File: src/pmc_pkg.sv
// package of the power mode controller: mode codes, widths, timing counts
// assumes a single system clock domain at 250 mhz
package pmc_pkg;
	localparam int NUM_PERIPH = 8;
	localparam logic [1:0] MODE_RUN = 2'h0;
	localparam logic [1:0] MODE_IDLE = 2'h1;
	localparam logic [1:0] MODE_SLEEP = 2'h2;
	localparam int CLK_PERIOD_NS = 4;
	// automatic unit gating: idle time before a unit's clock is stopped
	localparam int AUTO_OFF_NS = 400;
	localparam int AUTO_OFF_CYC = (AUTO_OFF_NS / CLK_PERIOD_NS < 1) ? 1
		: AUTO_OFF_NS / CLK_PERIOD_NS;
	localparam int AUTO_CNT_W = 8;
	localparam logic [AUTO_CNT_W-1:0] AUTO_OFF_LIM = AUTO_CNT_W'(AUTO_OFF_CYC);
	typedef enum logic [2:0] {
		PMC_RUN,
		PMC_IDLE,
		PMC_SUSP_REQ,
		PMC_SLEEP
	} pmc_state_t;
endpackage

File: src/pmc_power_mode_controller.sv
// power mode controller: run, idle and sleep, with wake-up and per-peripheral gating
// assumes the processor requests modes by a one-cycle pulse and peripherals ack suspend
`timescale 1ns/100ps
module pmc_power_mode_controller (
	input wire logic core_clk,
	input wire logic rst_b,
	input wire logic mode_req,
	input wire logic [1:0] mode_sel,
	input wire logic [pmc_pkg::NUM_PERIPH-1:0] run_clk_en,
	input wire logic [pmc_pkg::NUM_PERIPH-1:0] idle_clk_en,
	input wire logic [pmc_pkg::NUM_PERIPH-1:0] sleep_clk_en,
	input wire logic [pmc_pkg::NUM_PERIPH-1:0] periph_busy,
	input wire logic [pmc_pkg::NUM_PERIPH-1:0] periph_irq,
	input wire logic [pmc_pkg::NUM_PERIPH-1:0] irq_en,
	input wire logic [pmc_pkg::NUM_PERIPH-1:0] susp_ack,
	input wire logic wdt_event,
	input wire logic nmi_pin,
	output logic cpu_clk_en,
	output logic mem_access_en,
	output logic [pmc_pkg::NUM_PERIPH-1:0] periph_clk_en,
	output logic [pmc_pkg::NUM_PERIPH-1:0] periph_suspend,
	output logic [1:0] mode_status
);
	localparam int N = pmc_pkg::NUM_PERIPH;

	////////////////////////////////////////////////////////////////////////////
	pmc_pkg::pmc_state_t state;
	pmc_pkg::pmc_state_t next_state;
	logic nmi_q;
	logic next_nmi_q;
	logic next_cpu_clk_en;
	logic next_mem_access_en;
	logic [1:0] next_mode_status;
	logic [N-1:0] next_suspend;
	logic [N-1:0] next_gate;
	logic [N-1:0] awake;
	logic nmi_fall;
	logic idle_wake;
	logic sleep_wake;

	assign nmi_fall = nmi_q & ~nmi_pin;
	assign idle_wake = wdt_event | nmi_fall | |(periph_irq & irq_en);
	assign sleep_wake = wdt_event | nmi_fall | |(periph_irq & irq_en & sleep_clk_en);

	always_comb begin
		next_state = state;
		next_nmi_q = nmi_pin;
		unique case (state)
			pmc_pkg::PMC_RUN: begin
				if (mode_req && mode_sel == pmc_pkg::MODE_IDLE) begin
					next_state = pmc_pkg::PMC_IDLE;
				end else if (mode_req && mode_sel == pmc_pkg::MODE_SLEEP) begin
					next_state = pmc_pkg::PMC_SUSP_REQ;
				end
			end
			pmc_pkg::PMC_IDLE: begin
				if (idle_wake) begin
					next_state = pmc_pkg::PMC_RUN;
				end
			end
			pmc_pkg::PMC_SUSP_REQ: begin
				if (sleep_wake) begin
					next_state = pmc_pkg::PMC_RUN;
				end else if ((susp_ack | sleep_clk_en) == {N{1'b1}}) begin
					next_state = pmc_pkg::PMC_SLEEP;
				end
			end
			pmc_pkg::PMC_SLEEP: begin
				if (sleep_wake) begin
					next_state = pmc_pkg::PMC_RUN;
				end
			end
			default: next_state = pmc_pkg::PMC_RUN;
		endcase
	end

	always_ff @(posedge core_clk) begin
		if (!rst_b) begin
			state <= pmc_pkg::PMC_RUN;
			nmi_q <= 1'b1;
		end else begin
			state <= next_state;
			nmi_q <= next_nmi_q;
		end
	end

	////////////////////////////////////////////////////////////////////////////
	// automatic gating of units that stay unused for a while
	logic [N-1:0][pmc_pkg::AUTO_CNT_W-1:0] idle_cnt;
	logic [N-1:0][pmc_pkg::AUTO_CNT_W-1:0] next_idle_cnt;

	genvar g;
	generate
		for (g = 0; g < N; g++) begin : g_auto
			always_comb begin
				if (periph_busy[g] || periph_irq[g]) begin
					next_idle_cnt[g] = '0;
				end else if (idle_cnt[g] != pmc_pkg::AUTO_OFF_LIM) begin
					next_idle_cnt[g] = idle_cnt[g] + pmc_pkg::AUTO_CNT_W'(1);
				end else begin
					next_idle_cnt[g] = idle_cnt[g];
				end
			end
			assign awake[g] = periph_busy[g] || idle_cnt[g] != pmc_pkg::AUTO_OFF_LIM;
		end
	endgenerate

	always_ff @(posedge core_clk) begin
		if (!rst_b) begin
			idle_cnt <= '0;
		end else begin
			idle_cnt <= next_idle_cnt;
		end
	end

	////////////////////////////////////////////////////////////////////////////
	// outputs, registered from the next state
	always_comb begin
		next_cpu_clk_en = 1'b1;
		next_mem_access_en = 1'b1;
		next_suspend = '0;
		next_gate = run_clk_en & awake;
		next_mode_status = pmc_pkg::MODE_RUN;
		unique case (next_state)
			pmc_pkg::PMC_RUN: ;
			pmc_pkg::PMC_IDLE: begin
				next_cpu_clk_en = 1'b0;
				next_mem_access_en = 1'b1;
				next_gate = (idle_clk_en | run_clk_en) & awake;
				next_mode_status = pmc_pkg::MODE_IDLE;
			end
			pmc_pkg::PMC_SUSP_REQ: begin
				// run clocks stay until each unit acks; clocks that were off stay off
				next_cpu_clk_en = 1'b0;
				next_suspend = ~sleep_clk_en;
				next_gate = run_clk_en & ~susp_ack & awake;
				next_mode_status = pmc_pkg::MODE_SLEEP;
			end
			pmc_pkg::PMC_SLEEP: begin
				next_cpu_clk_en = 1'b0;
				next_mem_access_en = 1'b0;
				next_suspend = ~sleep_clk_en;
				next_gate = sleep_clk_en & awake;
				next_mode_status = pmc_pkg::MODE_SLEEP;
			end
			default: ;
		endcase
	end

	always_ff @(posedge core_clk) begin
		if (!rst_b) begin
			cpu_clk_en <= 1'b1;
			mem_access_en <= 1'b1;
			periph_clk_en <= '0;
			periph_suspend <= '0;
			mode_status <= pmc_pkg::MODE_RUN;
		end else begin
			cpu_clk_en <= next_cpu_clk_en;
			mem_access_en <= next_mem_access_en;
			periph_clk_en <= next_gate;
			periph_suspend <= next_suspend;
			mode_status <= next_mode_status;
		end
	end

	////////////////////////////////////////////////////////////////////////////
	property p_idle_cpu_off;
		@(posedge core_clk) disable iff (!rst_b)
		(state == pmc_pkg::PMC_IDLE) |-> !cpu_clk_en;
	endproperty
	a_idle_cpu_off: assert property (p_idle_cpu_off) else $error("cpu clock on in idle");

	property p_idle_wake;
		@(posedge core_clk) disable iff (!rst_b)
		(state == pmc_pkg::PMC_IDLE && wdt_event) |=> (state == pmc_pkg::PMC_RUN) && cpu_clk_en;
	endproperty
	a_idle_wake: assert property (p_idle_wake) else $error("idle did not wake");

	property p_sleep_wake;
		@(posedge core_clk) disable iff (!rst_b)
		(state == pmc_pkg::PMC_SLEEP && nmi_fall) |=> (state == pmc_pkg::PMC_RUN);
	endproperty
	a_sleep_wake: assert property (p_sleep_wake) else $error("sleep did not wake");

	property p_sleep_gate;
		@(posedge core_clk) disable iff (!rst_b)
		(state == pmc_pkg::PMC_SLEEP && $past(state) == pmc_pkg::PMC_SLEEP)
			|-> (periph_clk_en & ~$past(sleep_clk_en)) == '0;
	endproperty
	a_sleep_gate: assert property (p_sleep_gate) else $error("clock to halted unit");

	property p_sleep_susp;
		@(posedge core_clk) disable iff (!rst_b)
		(state == pmc_pkg::PMC_SLEEP) |-> periph_suspend == ~$past(sleep_clk_en);
	endproperty
	a_sleep_susp: assert property (p_sleep_susp) else $error("suspend wrong in sleep");

	property p_orderly;
		@(posedge core_clk) disable iff (!rst_b)
		(state == pmc_pkg::PMC_RUN) |=> (state != pmc_pkg::PMC_SLEEP);
	endproperty
	a_orderly: assert property (p_orderly) else $error("sleep without shutdown");

	property p_idle_mem;
		@(posedge core_clk) disable iff (!rst_b)
		(state == pmc_pkg::PMC_IDLE) |-> mem_access_en && mode_status == pmc_pkg::MODE_IDLE;
	endproperty
	a_idle_mem: assert property (p_idle_mem) else $error("memory blocked in idle");

	property p_ack_first;
		@(posedge core_clk) disable iff (!rst_b)
		(state == pmc_pkg::PMC_SUSP_REQ ##1 state == pmc_pkg::PMC_SLEEP)
			|-> ($past(susp_ack) | $past(sleep_clk_en)) == {N{1'b1}};
	endproperty
	a_ack_first: assert property (p_ack_first) else $error("gated before ack");
endmodule

File: config.mk
export PLATFORM = sky130hd
export DESIGN_NAME = pmc_power_mode_controller
export DESIGN_NICKNAME = d
export VERILOG_FILES = /design/src/pmc_pkg.sv /design/src/pmc_power_mode_controller.sv
export SDC_FILE = /design/constraint.sdc
export NUM_CORES = 1
export LEC_CHECK = 0
export BUFFER_PORTS_ARGS = -buffer_cell sky130_fd_sc_hd__buf_2
export CAP_MARGIN = 20
export CORE_MARGIN = 1
export CORE_UTILIZATION = 30
export DETAILED_ROUTE_END_ITERATION = 10
export PLACE_DENSITY = 0.61
export SYNTH_ARGS = -nofsm -noshare
export SYNTH_HDL_FRONTEND = slang
export SYNTH_SLANG_ARGS = --single-unit
File: constraint.sdc
create_clock -name core_clk -period 2.6 [get_ports core_clk]
set_input_delay 0.26 -clock core_clk [delete_from_list [all_inputs] [get_ports core_clk]]
set_output_delay 0.26 -clock core_clk [all_outputs]
set_load 0.01 [all_outputs]
# Word-level counts from Yosys, hierarchy flattened
# Index checks and enable logic that the tools add are counted.
[totals] ff_bits=88 output_inout_bits=20
[op_classes] n_addsub=8 eq_ne=17 n_mux=11 bitwise=17 reduce_logical=32
[op_table] operator="$add A8 B1 Y8 const B" n=8
[op_table] operator="$ne A8 B7 Y1 const B" n=8
[op_table] operator="$and A8 B8 Y8" n=7
[op_table] operator="$pmux W8 S3" n=1
[op_table] operator="$mux W3" n=6
[op_table] operator="$reduce_or A2 Y1" n=9
[op_table] operator="$logic_or A1 B1 Y1" n=16
[op_table] operator="$not A8 Y8" n=2
[op_table] operator="$or A8 B8 Y8" n=2
[op_table] operator="$reduce_or A8 Y1" n=2
[op_table] operator="$eq A3 B2 Y1 const B" n=4
[op_table] operator="$pmux W3 S4" n=1
[op_table] operator="$eq A8 B8 Y1 const B" n=1
[op_table] operator="$eq A3 B1 Y1 const B" n=2
[op_table] operator="$pmux W2 S2" n=1
[op_table] operator="$logic_not A3 Y1" n=1
[op_table] operator="$or A1 B1 Y1" n=3
[op_table] operator="$reduce_or A3 Y1" n=1
[op_table] operator="$eq A2 B1 Y1 const B" n=1
[op_table] operator="$eq A2 B2 Y1 const B" n=1
[op_table] operator="$logic_and A1 B1 Y1" n=2
[op_table] operator="$mux W1" n=2
[op_table] operator="$not A1 Y1" n=2
[op_table] operator="$reduce_and A2 Y1" n=1
[op_table] operator="$and A1 B1 Y1" n=1

# Depth between registers and ports, before layout
[logic_depth] word_depth=9 mapped_depth=8 depth_no_buf=7

# Least setup slack after synthesis
# No wires, ideal clock.
[synth_timing] path_type="input -> register" from="input sleep_clk_en[6] (netlist name)" to="register periph_clk_en[2] (netlist name)" setup_ns=0.122 arrival_time_ns=1.670 required_ns=2.478 path_slack_ns=0.808 path_stages=8 n_path_buf=1 path_cell_list="o22ai_1 -> o41a_1 -> o31a_1 -> nor4_4 -> buf_4 -> nor3_1 -> nor2_1 -> nor3_2"
[synth_between] elab_chain_cells=7
[synth_lines] item="from (decl)" line_no="pmc_power_mode_controller.sv:11" text="input wire logic [pmc_pkg::NUM_PERIPH-1:0] sleep_clk_en,"
[synth_lines] item="$or A8 B8 Y8 or $and A8 B8 Y8 (tied branches)" line_no="pmc_power_mode_controller.sv:64, pmc_power_mode_controller.sv:43"
[synth_lines] item="$eq A8 B8 Y1 or $reduce_or A8 Y1 (tied branches)" line_no="pmc_power_mode_controller.sv:64, pmc_power_mode_controller.sv:43"
[synth_lines] item="$mux W3 or $or A1 B1 Y1 (tied branches)" line_no="pmc_power_mode_controller.sv:64, pmc_power_mode_controller.sv:43"
[synth_lines] item="$mux W3, on equally long branches" line_no="pmc_power_mode_controller.sv:62, pmc_power_mode_controller.sv:69"
[synth_lines] item="$pmux W3 S4 (*)" line_no="pmc_power_mode_controller.sv:48" text="unique case (state)"
[synth_lines] item="$eq A3 B2 Y1 or $eq A3 B1 Y1 (tied branches)" line_no="pmc_power_mode_controller.sv:124" text="unique case (next_state)"
[synth_lines] item="$pmux W8 S3 (*)" line_no="pmc_power_mode_controller.sv:124"
[synth_lines] item="to (signal assigned)" line_no="pmc_power_mode_controller.sv:160" text="periph_clk_en <= next_gate;"
[synth_lines] item="to (decl)" line_no="pmc_power_mode_controller.sv:20" text="output logic [pmc_pkg::NUM_PERIPH-1:0] periph_clk_en,"
# Every way passes the cells marked *; elsewhere a longest branch is shown, timed or not.
# A chain may end at the register's enable or synchronous reset.

# Worst setup path in the final report
[layout_timing] from="register state[0]" to="register periph_clk_en[3] (netlist name)"
[layout_between] elab_chain_cells=5
[layout_lines] item="from (decl)" line_no="pmc_power_mode_controller.sv:27" text="pmc_pkg::pmc_state_t state;"
[layout_lines] item="from (signal assigned)" line_no="pmc_power_mode_controller.sv:79" text="state <= pmc_pkg::PMC_RUN;"
[layout_lines] item="from (signal assigned)" line_no="pmc_power_mode_controller.sv:82" text="state <= next_state;"
[layout_lines] item="$mux W3, on equally long branches" line_no="pmc_power_mode_controller.sv:64, pmc_power_mode_controller.sv:52"
[layout_lines] item="$mux W3, on equally long branches" line_no="pmc_power_mode_controller.sv:62, pmc_power_mode_controller.sv:50"
[layout_lines] item="$pmux W3 S4 (*)" line_no="pmc_power_mode_controller.sv:48"
[layout_lines] item="$eq A3 B2 Y1 or $eq A3 B1 Y1 (tied branches)" line_no="pmc_power_mode_controller.sv:124"
[layout_lines] item="$pmux W8 S3 (*)" line_no="pmc_power_mode_controller.sv:124"
# Marks and branches as above.

==> flow_summary.yaml <==
logic_synthesis:
  postSynth.asyncResetShare_pct: 0
  netlist.top_cell.by_area: "dfxtp_1"
  postSynthAreaPerCell_um2: 8.67
  ys_top_cells_by_area: "dfxtp_1 (43%), xor2_1 (7.7%), nor2_1 (6.6%), nand3_1 (5.7%), ha_1 (4.9%)"
  synth-seq-cells: 88
  distinct_cells_synth: 47
  synth-edff-count: 0
  ys_warn_count: 0
  synth.net_count: 552
  dominantRegCellSynth: "dfxtp_1"
  syn-instance-count: 473
  synth_largest_type_area_fraction_pct: 43.0
  synth.yosys.seq_area_share_pct: 43.0
  synthesis.area_mm2: 0.00410
die:
  io-pin-count: 83
  fp.dieH_um: 119
  placeableCoreArea_mm2: 0.0133
  die_w_um: 119
  floorplan.initialDensity_pct: 30.8
  num_rows: 42
  floorplan.die_area_mm2: 0.0141
worst_setup_path:
  critical_path.endpoint_type: "register"
  regToRegStartpoint: "state[0]"
  arrival_ns: 2.23
  cp_slowest_stage_delay_ns: 0.41
  critical_path_peak_fanout: 7
  timing_worst_setup_path_type: "reg -> reg"
  worst_path_max_delay_cell: "a221oi_1"
  worstPathCellList: "inv_1 -> a221oi_1 -> a211oi_1 -> nor4_4 -> buf_4 -> nor3_1 -> nor2_2 -> nor3_2"
  setup.worst_path.start: "state[0]"
  start_kind: "register"
  worstPathRequired_ns: 2.81
clocking:
  cts_buffer_depth: 2
  cts_tree: "done"
  path_clk_slew_ns: 0.06
  clkLatencyLatePin_ns: 0.34
  cts_made_buffers: 9
  hold_buf_cts: 0
  count_of_cells_resized_by_post_cts_repair: 0
  cts_sinks: 88
  cts_setup_buffers: 0
  clk_root_buffer_cell: "clkbuf_16"
  htree_num_levels: 3
pwr:
  power.static_leakage_uw: 0.00202
  power_density_mw_per_mm2: 590
  power.ir.vdd_worst_mv: 0.290
layout:
  layout_common_cells: "dfxtp_1 (88), buf_2 (82), nor2_1 (72)"
  layout.cells.most_common: "dfxtp_1"
  final_layout_size_suffix_gt1_share_pct: 19.9
  count_of_inserted_antenna_diode_cells: 0
  nFillCells: 1354
  layout.cells.non_filler: 738
  synthToLayoutAreaGrowth_pct: 22.3
  num-nets-final: 638
timing:
  timing.final.hold_violations: 0
  period_minus_slack_ns: 2.01
  max_slew_margin_pct: 39.5
  finalSetupViolCount: 0
  fin_setup_tns_ns: 0
  final_min_period_over_clock_period_pct: 77.5
  max_freq_mhz: 496
  finClkSkew_ns: 0.00777
  timing_max_transition_violations_final: 0
  grt_setup_unrepaired: "no"
  tightestPinTransition_ns: 0.896
placement:
  post-place-cells: 724
  place.detailed.hpwl_um: 8320
  gp_congestion: 0.821
  port_buffers: 82
drt:
  drt_first_iter_violations: 222
  vias: 3611
  routed_wl_per_cell_um: 14.4
  antenna_left: 0
  detailedRoute.firstPassIterationCount: 4
  avgViaCountPerCell: 4.89
  routed_wl_um: 10600
  drcViolationCount: 0
outcome:
  run_status: "completed"
global_route:
  global_route_congestion_overflow_total: 0
  grt_max_degree: 25
  grt_pass1_wl_um: 17100
  groute.usage.overall_pct: 15.4
  grt_pass1_vias: 3590
  antenna_found_initial: 0
hold_path:
  worstHoldStart: "nmi_pin"
  worst_hold_path_type: "in -> reg"
run:
  maxCapViolCount: 0
[worst max-delay path: cells and delay by family, from the launching register on]
family                 cells  cell delay (ns)
DFF                        1             0.36
and+or+nand+nor            4             0.60
buffers and inverters      2             0.31
AOI/OAI and AO/OA          2             0.62
[registers in the layout (all words and copies together) (netlist names)]
register / cells
idle_cnt: 64
periph_clk_en: 8
periph_suspend: 8
state: 3
mode_status: 2
cpu_clk_en: 1
mem_access_en: 1
nmi_q: 1
[synthesized netlist by cell type, types with 5 or more instances]
| cell | count |
|---|---|
| inv_1 | 21 |
| dfxtp_1 | 88 |
| a21oi_1 | 21 |
| nor4b_1 | 5 |
| nand3_1 | 47 |
| xor2_1 | 36 |
| ha_1 | 16 |
| xnor2_1 | 17 |
| clkbuf_1 | 7 |
| nand2_1 | 19 |
| nor3_2 | 6 |
| nor3_1 | 16 |
| and3_1 | 13 |
| a22o_1 | 6 |
| nor2_1 | 72 |
| and2_1 | 5 |
| o21ai_0 | 19 |
| nand4_1 | 10 |
[stage by stage]
step	total power [uW]	area, um2	setup slack (ns)	hold slack [ns]	utilization [%]
detailed placement	1620	4700	0.342	0.461	35.4
finish	2960	5010	0.585	0.113	37.7
CTS	3000	5010	0.586	0.100	37.7
global placement	1620	4700	0.401	0.456	35.4
global route	3070	5010	0.414	0.131	37.7
floorplan	1510	4100	0.808	0.332	-
[final timing paths]
| path | to | slack [ns] | cells past startpoint |
|---|---|---|---|
| max | periph_clk_en[3] | 0.59 | 8 |
| min | nmi_q | 0.11 | 3 |
| max reg2reg | periph_clk_en[3] | 0.59 | 8 |
| min reg2reg | idle_cnt[63] | 0.49 | 2 |
[cells by family after synthesis]
logic type	synth area share [%]
AOI/OAI and AO/OA	9.09
xor gates and xnor gates	11.3
adders and majority gates	4.88
buffers and inverters	2.93
DFF	43.0
muxes	0.977
other	0.0915
and+or+nand+nor	27.7
[power by group]
| part | internal, uW | leakage, uW | total [uW] | switching [uW] |
|---|---|---|---|---|
| sequential | 1370 | 0.000713 | 1380 | 15.2 |
| clock | 857 | 0.000148 | 1360 | 506 |
| combinational | 88.2 | 0.00116 | 209 | 121 |
[area by class of cell]
type / instances / area [um2] / area share, %
multi-input combinational: 355 / 2220 / 44.2
sequential: 88 / 1760 / 35.1
timing repair buffer: 84 / 425 / 8.48
clock buffer: 11 / 243 / 4.84
tap: 176 / 220 / 4.39
inverter: 21 / 78.8 / 1.57
clock inverter: 3 / 67.6 / 1.35
[per-layer routing]
metal	wire length (um)	up-vias	part of all wire, %	track usage (%)
li1	-	1809	-	-
met1	4790	1674	45	19.3
met2	4920	118	46	25.3
met3	731	10	6.9	3.74
met4	165	0	1.6	6.49
met5	0	-	0	0
Note: power is estimated with default switching activity, not from simulation.
